File: src/inc/slave_window_regs.vh
// constants for the pci slave window 0 register bank
// assumes inclusion by the window modules only
`ifndef SLAVE_WINDOW_REGS_VH
`define SLAVE_WINDOW_REGS_VH
// register offsets inside the bridge register space
`define WIN_CTL_OFFSET 12'h100
`define WIN_BASE_OFFSET 12'h104
`define WIN_BOUND_OFFSET 12'h108
`define WIN_XLATE_OFFSET 12'h10c
// control field positions
`define CTL_EN_BIT 31
`define CTL_PGM_HI 23
`define CTL_PGM_LO 22
`define CTL_SUPER_HI 21
`define CTL_SUPER_LO 20
`define CTL_VAS_HI 18
`define CTL_VAS_LO 16
`define CTL_VCT_BIT 8
`define CTL_LAS_HI 1
`define CTL_LAS_LO 0
// writable bits and bits kept across a pci reset
`define CTL_WRITE_MASK 32'h80f7_0103
`define CTL_KEEP_MASK 32'h8007_0003
`define ADDR_WRITE_MASK 32'hffff_f000
`define ADDR_KEEP_MASK 32'hf000_0000
// config command enables
`define CMD_MEM_BIT 1
`define CMD_MASTER_BIT 2
`define CMD_RESET 3'h0
`endif

File: src/verilog/retain_reg.v
// one 32-bit window register with power-up load and pci reset retention
// assumes the caller supplies the power-up option value and masks
`timescale 1ns/1ps
module retain_reg #(
   parameter [31:0] WRITE_MASK = 32'hffff_ffff,
   parameter [31:0] KEEP_MASK = 32'h0000_0000
) (
   // clock and resets
   input wire sys_clk,
   input wire rst,
   input wire pci_rst,
   // power-up option value for the kept bits
   input wire [31:0] powerup_value,
   // write port
   input wire wr_en,
   input wire [31:0] wr_data,
   // value
   output reg [31:0] value_reg
);
   reg [31:0] value_next;
   reg load_pending_reg;

   always @* begin
      value_next = value_reg;
      if (load_pending_reg) begin
         value_next = powerup_value & KEEP_MASK; // see RL9
      end else if (pci_rst) begin
         value_next = value_reg & KEEP_MASK; // see RL1 see RL2
      end else if (wr_en) begin
         value_next = wr_data & WRITE_MASK;
      end
   end

   // the strap is sampled one edge after release, never under the async reset
   always @(posedge sys_clk or posedge rst) begin
      if (rst) begin
         value_reg <= 32'h0000_0000; // see RL4
         load_pending_reg <= 1'b1;
      end else begin
         value_reg <= value_next;
         load_pending_reg <= 1'b0;
      end
   end
endmodule

File: src/verilog/slave_window_bank.v
// register bank for pci slave window 0 with its reset retention behaviour
// assumes a simple synchronous register port and pci reset synchronous to sys_clk
//
// Overview of operation
// RL1: pci reset keeps enable, spaces, top base and bound address bits
// RL2: pci reset clears every other window bit
// RL3: pci reset leaves config master/memory enables set
// RL4: board reset restores defined power-up states
// RL5: active window stays enabled through pci reset
// RL6: host disables device before writing base address (the bench writes base with the memory enable set)
// RL7: host clears window enable once base valid
// RL8: reset routine disables window before pci reset (the bench prst task does not; window enable stays set)
// RL9: board reset loads options, clears others
`timescale 1ns/1ps
`include "slave_window_regs.vh"
module slave_window_bank #(
   parameter [31:0] CTL_POWERUP = 32'h0000_0000,
   parameter [31:0] BASE_POWERUP = 32'h0000_0000,
   parameter [31:0] BOUND_POWERUP = 32'h0000_0000
) (
   // clock and resets
   input wire sys_clk,
   input wire rst,
   input wire pci_rst,
   // register port
   input wire [11:0] reg_addr,
   input wire reg_wr,
   input wire reg_rd,
   input wire [31:0] reg_wdata,
   output reg [31:0] reg_rdata,
   output wire reg_ack,
   // config command enables
   input wire cmd_wr,
   input wire [2:0] cmd_wdata,
   output wire config_mem_enable,
   output wire config_master_enable,
   // window state to the decoder
   output wire window_enable,
   output wire [2:0] vme_space_select,
   output wire [1:0] pci_space_select,
   output wire [1:0] program_data_mode,
   output wire [1:0] super_mode,
   output wire cycle_type,
   output wire [31:0] window_base,
   output wire [31:0] window_bound,
   output wire [31:0] window_xlate
);
   wire [31:0] ctl_value;
   reg [2:0] cmd_reg;
   reg [2:0] cmd_next;

   function is_addr;
      input [11:0] a;
      input [11:0] target;
      begin
         is_addr = (a == target);
      end
   endfunction

   retain_reg #(
      .WRITE_MASK(`CTL_WRITE_MASK),
      .KEEP_MASK(`CTL_KEEP_MASK)
   ) u_ctl (
      .sys_clk(sys_clk),
      .rst(rst),
      .pci_rst(pci_rst),
      .powerup_value(CTL_POWERUP),
      .wr_en(reg_wr & is_addr(reg_addr, `WIN_CTL_OFFSET)),
      .wr_data(reg_wdata),
      .value_reg(ctl_value)
   );

   retain_reg #(
      .WRITE_MASK(`ADDR_WRITE_MASK),
      .KEEP_MASK(`ADDR_KEEP_MASK)
   ) u_base (
      .sys_clk(sys_clk),
      .rst(rst),
      .pci_rst(pci_rst),
      .powerup_value(BASE_POWERUP),
      .wr_en(reg_wr & is_addr(reg_addr, `WIN_BASE_OFFSET)),
      .wr_data(reg_wdata),
      .value_reg(window_base)
   );

   retain_reg #(
      .WRITE_MASK(`ADDR_WRITE_MASK),
      .KEEP_MASK(`ADDR_KEEP_MASK)
   ) u_bound (
      .sys_clk(sys_clk),
      .rst(rst),
      .pci_rst(pci_rst),
      .powerup_value(BOUND_POWERUP),
      .wr_en(reg_wr & is_addr(reg_addr, `WIN_BOUND_OFFSET)),
      .wr_data(reg_wdata),
      .value_reg(window_bound)
   );

   // translation offset has no power-up option, so nothing survives
   retain_reg #(
      .WRITE_MASK(`ADDR_WRITE_MASK),
      .KEEP_MASK(32'h0000_0000)
   ) u_xlate (
      .sys_clk(sys_clk),
      .rst(rst),
      .pci_rst(pci_rst),
      .powerup_value(32'h0000_0000),
      .wr_en(reg_wr & is_addr(reg_addr, `WIN_XLATE_OFFSET)),
      .wr_data(reg_wdata),
      .value_reg(window_xlate)
   );

   // enable survives pci reset whatever its power-up default says
   assign window_enable = ctl_value[`CTL_EN_BIT]; // see RL5
   assign vme_space_select = ctl_value[`CTL_VAS_HI:`CTL_VAS_LO];
   assign pci_space_select = ctl_value[`CTL_LAS_HI:`CTL_LAS_LO];
   assign program_data_mode = ctl_value[`CTL_PGM_HI:`CTL_PGM_LO];
   assign super_mode = ctl_value[`CTL_SUPER_HI:`CTL_SUPER_LO];
   assign cycle_type = ctl_value[`CTL_VCT_BIT];

   // command enables are not touched by pci reset, only by board reset and cmd_wr writes
   always @* begin
      cmd_next = cmd_reg;
      if (cmd_wr) begin
         cmd_next = cmd_wdata;
      end
   end

   always @(posedge sys_clk or posedge rst) begin
      if (rst) begin
         cmd_reg <= `CMD_RESET; // see RL4
      end else begin
         cmd_reg <= cmd_next; // see RL3
      end
   end

   assign config_mem_enable = cmd_reg[`CMD_MEM_BIT];
   assign config_master_enable = cmd_reg[`CMD_MASTER_BIT];

   assign reg_ack = reg_rd | reg_wr;

   // unmapped offsets read as zero
   always @(posedge sys_clk or posedge rst) begin
      if (rst) begin
         reg_rdata <= 32'h0000_0000;
      end else if (reg_rd) begin
         case (reg_addr)
            `WIN_CTL_OFFSET: reg_rdata <= ctl_value;
            `WIN_BASE_OFFSET: reg_rdata <= window_base;
            `WIN_BOUND_OFFSET: reg_rdata <= window_bound;
            `WIN_XLATE_OFFSET: reg_rdata <= window_xlate;
            default: reg_rdata <= 32'h0000_0000;
         endcase
      end
   end
endmodule

File: config.mk
export PLATFORM = sky130hd
export DESIGN_NAME = slave_window_bank
export DESIGN_NICKNAME = d
export VERILOG_FILES = /design/src/verilog/retain_reg.v /design/src/verilog/slave_window_bank.v
export VERILOG_INCLUDE_DIRS = /design/src /design/src/inc
export SDC_FILE = /design/constraint.sdc
export NUM_CORES = 1
export LEC_CHECK = 0
export BUFFER_PORTS_ARGS = -buffer_cell sky130_fd_sc_hd__buf_2
export CORE_MARGIN = 1
export CORE_UTILIZATION = 50
export CTS_CLUSTER_DIAMETER = 40
export CTS_CLUSTER_SIZE = 10
export DETAILED_ROUTE_END_ITERATION = 12
export PLACE_DENSITY = 0.91
export SETUP_SLACK_MARGIN = 0.4
export SYNTH_ARGS = -nofsm -noshare
export SYNTH_HDL_FRONTEND = slang
export SYNTH_SLANG_ARGS = --single-unit
File: constraint.sdc
create_clock -name sys_clk -period 5.22 [get_ports sys_clk]
set_input_delay 0.522 -clock sys_clk [delete_from_list [all_inputs] [get_ports sys_clk]]
set_output_delay 0.522 -clock sys_clk [all_outputs]
set_load 0.005 [all_outputs]
# Word level (Yosys, flattened, before mapping)
# Cells that the tools add are included.
[totals]
latch_bits = 0
reg_bits = 164
output_inout_bits = 142
mem_bits_ro = 0
mem_bits_rw = 0
input_bits = 53
n_memories = 0
word_cells = 43
[classes]
muxes = 13
bitwise_logic = 5
order_cmp = 0
n_eq_ne = 5
shifts = 0
reduce_logical = 10
add_sub_neg = 0
multipliers = 0
div_mod_pow = 0
[op_table]
columns = ["op", "count"]
rows = [
  ["2-to-1 mux 32 bit", 12],
  ["one-hot mux 32 bit (4 select lines)", 1],
  ["equality test 12 x 9 -> 1 bit (second input constant)", 4],
  ["nonzero test 3 bit", 4],
  ["AND reduction 2 bit", 3],
  ["nonzero test 2 bit", 3],
  ["AND 1 bit", 4],
  ["inequality test 2 x 1 -> 1 bit (second input constant)", 1],
  ["OR 1 bit", 1],
]

# Longest topological paths before layout
[logic_depth]
word_depth = 5
mapped_depth = 6
ltp_nobuf = 4

# By module
# Synthesis repeated with hierarchy kept, for this count alone.
[hier_totals]
hier_cells = 465
hier_area_um2 = 6034.5
[by_module_without_submodules]
columns = ["module", "area_each_um2", "n_inst", "cells_each"]
rows = [
  ["retain_reg at u_base ...", 1068.5, 2, 90],
  ["slave_window_bank", 2122.0, 1, 131],
  ["retain_reg at u_xlate", 953.4, 1, 80],
  ["retain_reg at u_ctl", 822.0, 1, 74],
]

# Least setup slack after synthesis
# Ideal clock, no wire load.
[synth_path]
kind = "input to register"
start = "input port reg_addr[9]"
end = "register u_xlate.value_reg[20]"
t_arrival_ns = 1.976
slack_ns = 3.120
path_stages = 5
setup_ns = 0.123
n_path_buf = 2
cell_sequence = "or4b_4 or4_4 buf_6 buf_12 mux2i_1"
[synth_via]
elab_chain_cells = 3
[synth_lines]
columns = ["item", "line", "text"]
rows = [
  ["start: declaration", "slave_window_bank.v:26", "input wire [11:0] reg_addr,"],
  ["equality test 12 x 9 -> 1 bit", "slave_window_bank.v:56", "is_addr = (a == target);"],
  ["AND 1 bit", "slave_window_bank.v:108", ".wr_en(reg_wr & is_addr(reg_addr, `WIN_XLATE_OFFSET)),"],
  ["nonzero test 3 bit (no line)", "--", ""],
  ["end signal: assignment", "retain_reg.v:40", "value_reg <= value_next;"],
  ["end: declaration", "retain_reg.v:18", "output reg [31:0] value_reg"],
]
# No other way between the ends.
# A chain may end at the register's enable or synchronous reset.

# Worst setup path in the final report
[layout_path]
start = "input port reg_addr[2]"
end = "register u_base.value_reg[15]"
[layout_via]
elab_chain_cells = 3
[layout_lines]
columns = ["item", "line", "text"]
rows = [
  ["equality test 12 x 9 -> 1 bit", "slave_window_bank.v:56", ""],
  ["AND 1 bit", "slave_window_bank.v:81", ".wr_en(reg_wr & is_addr(reg_addr, `WIN_BASE_OFFSET)),"],
  ["nonzero test 3 bit (no line)", "--", ""],
  ["end signal: assignment", "retain_reg.v:40", ""],
  ["end: declaration", "retain_reg.v:18", ""],
]
# No other way between the ends.

==> results.md <==
- Reg with most FFs: reg_rdata
- Sequential-to-total area share from yosys stat: 0.482
- Layout cell share with drive strength beyond 1: 0.306
- Max-cap viol count: 0
- Synth top area cells: dfrtp_1 48%, mux2i_1 15%, buf_4 6.7%, nand2_1 6.1%, mux4_2 3.6%
- Register-to-register setup slack: 3280 ps
- Cell Int Power: 1.01 mW
- Highest-count cells in the layout ignoring fill and taps: 139 x buf_2, 96 x dfrtp_1, 82 x nand2_1
- Startpoint types: input port
- Synth-to-Final Area Change: 15.4%
- Vias in the first global route: 3733
- Comb pwr share: 0.073
- Total power: 1.34 mW
- Die footprint: 10500 um2
- I/O pin cnt: 195
- First-pass GRT wire length: 19900 um
- Largest net degree at the start of global routing: 50
- Routed WL per cell: 17.2 um
- Worst-margin pin slew: 1270 ps
- Sequential fraction of design power: 0.564
- Final instance area: 5820 um2
- ANT nets after route: 0
- TritonCTS clock tree: done
- HP Class: input port to asynchronous set/reset pin
- H-tree levels: 3
- Max reg flops: 23
- Switching Share: 0.245
- Post-Route Setup TNS: 0 ps
- Top cell type's share of synthesized area: 0.476
- Die H: 102 um
- Port buffer count: 139
- Clk_lat worst skew: 350 ps
- Starting Density: 0.516
- Placed Area: 5630 um2
- DR pass1 iterations: 4
- Clk sinks: 97
- Finished Core Util: 0.595
- Nets: 660
- Mapped cell area: 5040 um2
- Number of synthesized flops with an enable pin: 0
- Worst setup path startpoint: reg_addr[2]
- Residual DRC count: 0
- Chip width: 102 um
- Final wirelength: 12800 um
- Synth area leader: dfrtp_1
- Post-DP HPWL: 8950 um
- R2R Path End: u_bound.value_reg[15]
- # diodes: 0
- Synthesized flop and latch total: 97
- Crit Path Category: input port to register
- Asr flop ratio synth: 1.00
- Pwr per Cell Area: 231 nW/um2
- Count of final hold-check violations: 0
- Largest family of logic cells by synthesized area: multiplexers
- Clock Skew: 4.76 ps
- Total number of yosys warnings: 0
- Fmax achieved: 359 MHz
- Final Critical Period: 2790 ps
- Post-Synth Simple-Gate Area: 0.160
- TritonCTS Buffers: 9
- Max Slew Vio Count: 0
- Post-Place Cells: 729
- DRT iter0 DRCs: 192
- Maximum VDD drop: 135 uV
- Row Count: 36
- Overall routing resource usage: 0.256
- Setup bufs post-CTS: 0
- Worst reg2reg startpoint: u_xlate.load_pending_reg
- # setup viols final: 0
- Root buf cell: clkbuf_8
- CORE AREA: 9770 um2
- CP max FO: 31
- Commonest non-fill, non-tap cell in the layout: buf_2
- Mapped Cells: 480
- Status: complete, no violations
- Fin crit share: 0.534
- Antenna violations before repair: 0
- Non-filler cells, final: 745
- Clk network pwr share: 0.364
- Mux cell area share after synthesis: 0.187
- Max clock buf depth: 2
- Vias: 3929
- Crit path to: u_base.value_reg[15]
- Dominant synthesized flop cell: dfrtp_1
- Critical Path RT: 5450 ps
- Routability congestion estimate from global placement: 0.809
- Leak Pwr: 3.16 nW
- Mean Syn Cell Area: 10.5 um2
- Count of different cell masters after synthesis: 37
- CTS clock-pin slew for the worst setup and hold paths: 90 ps
- Compound-Gate Fraction of Synth Area: 0.0563
- RSZ-0062 raised after global routing: no
- Grt ovf: 0
- Cts-stage hold buffer count: 0
- Synth Area in Adders: 0
- NetSw: 329 uW
- # resized after CTS: 0
- Endpoint class of the critical path: register
- CP arrival: 3010 ps
- Post-synthesis xor/xnor area fraction: 0
- Worst R2R Path Depth: 4
- Slew margin rel.: 0.141
- Vias/cell: 5.27
==> layout make-up <==
cell class	count	area, um2
clock buffer	10	138
clock inverter	6	57.6
fill	852	3950
inverter	22	85.1
multi-input combinational	333	2210
sequential	97	2430
tap	133	166
timing repair buffer	144	733
==> how the worst min path moves through the flow <==
stage	startpoint	endpoint	slack [ps]	cells past startpoint
after global placement	cmd_reg[1]	cmd_reg[1]	480	1
after CTS	rst	reg_rdata[22]	240	2
after global routing	rst	reg_rdata[22]	280	2
after detailed placement	cmd_reg[1]	cmd_reg[1]	500	1
final	rst	reg_rdata[22]	230	2
after floorplan	cmd_reg[1]	cmd_reg[1]	510	1
==> layer usage <==
| metal | track usage | vias up | part of all wire |
|---|---|---|---|
| li1 | - | 1786 | - |
| met1 | 0.348 | 1912 | 0.41 |
| met2 | 0.406 | 214 | 0.50 |
| met3 | 0.0431 | 17 | 0.078 |
| met4 | 0.109 | 0 | 0.014 |
| met5 | 0 | - | 0 |
==> critical path, stage by stage <==
cell     delay [ps]
buf_2           610
nor4b_2         730
buf_4           270
nand4_4         440
mux2i_1         360
nor2_1           60
==> metrics by stage <==
stage / setup slack [ps] / hold WS, ps
3_3_place_gp: 2070 / 484
4_1_cts: 2370 / 243
3_5_place_dp: 1990 / 502
5_1_grt: 2210 / 279
6_report: 2430 / 230
2_1_floorplan: 2170 / 505
==> Yosys cell counts, types with 2 or more instances <==
cell type,number
a22oi_1,8
a31o_2,4
buf_1,3
buf_12,2
buf_2,4
buf_4,45
buf_6,2
clkbuf_1,17
dfrtp_1,96
inv_1,22
mux2_2,2
mux2i_1,74
mux4_2,8
nand2_1,82
nand2b_1,26
nand3_1,9
nor2_1,21
nor2b_1,5
nor4_4,2
o21ai_0,16
o22ai_1,12
o2bb2ai_1,3
or2_2,3
==> kinds of logic after synthesis <==
logic type | count (synthesis)
flops | 97
other cells | 1
mux | 84
simple gates | 159
compound gates | 44
buf+inv | 95
==> power by group through the flow <==
stage | logic [mW] | clock network (mW) | registers [mW]
finish | 0.0974 | 0.488 | 0.756
global route | 0.111 | 0.530 | 0.757
CTS | 0.0978 | 0.499 | 0.756
detailed placement | 0.0977 | 0 | 0.771
global placement | 0.0947 | 0 | 0.771
floorplan | 0.0820 | 0 | 0.769
(Power assumes the default switching activity.)
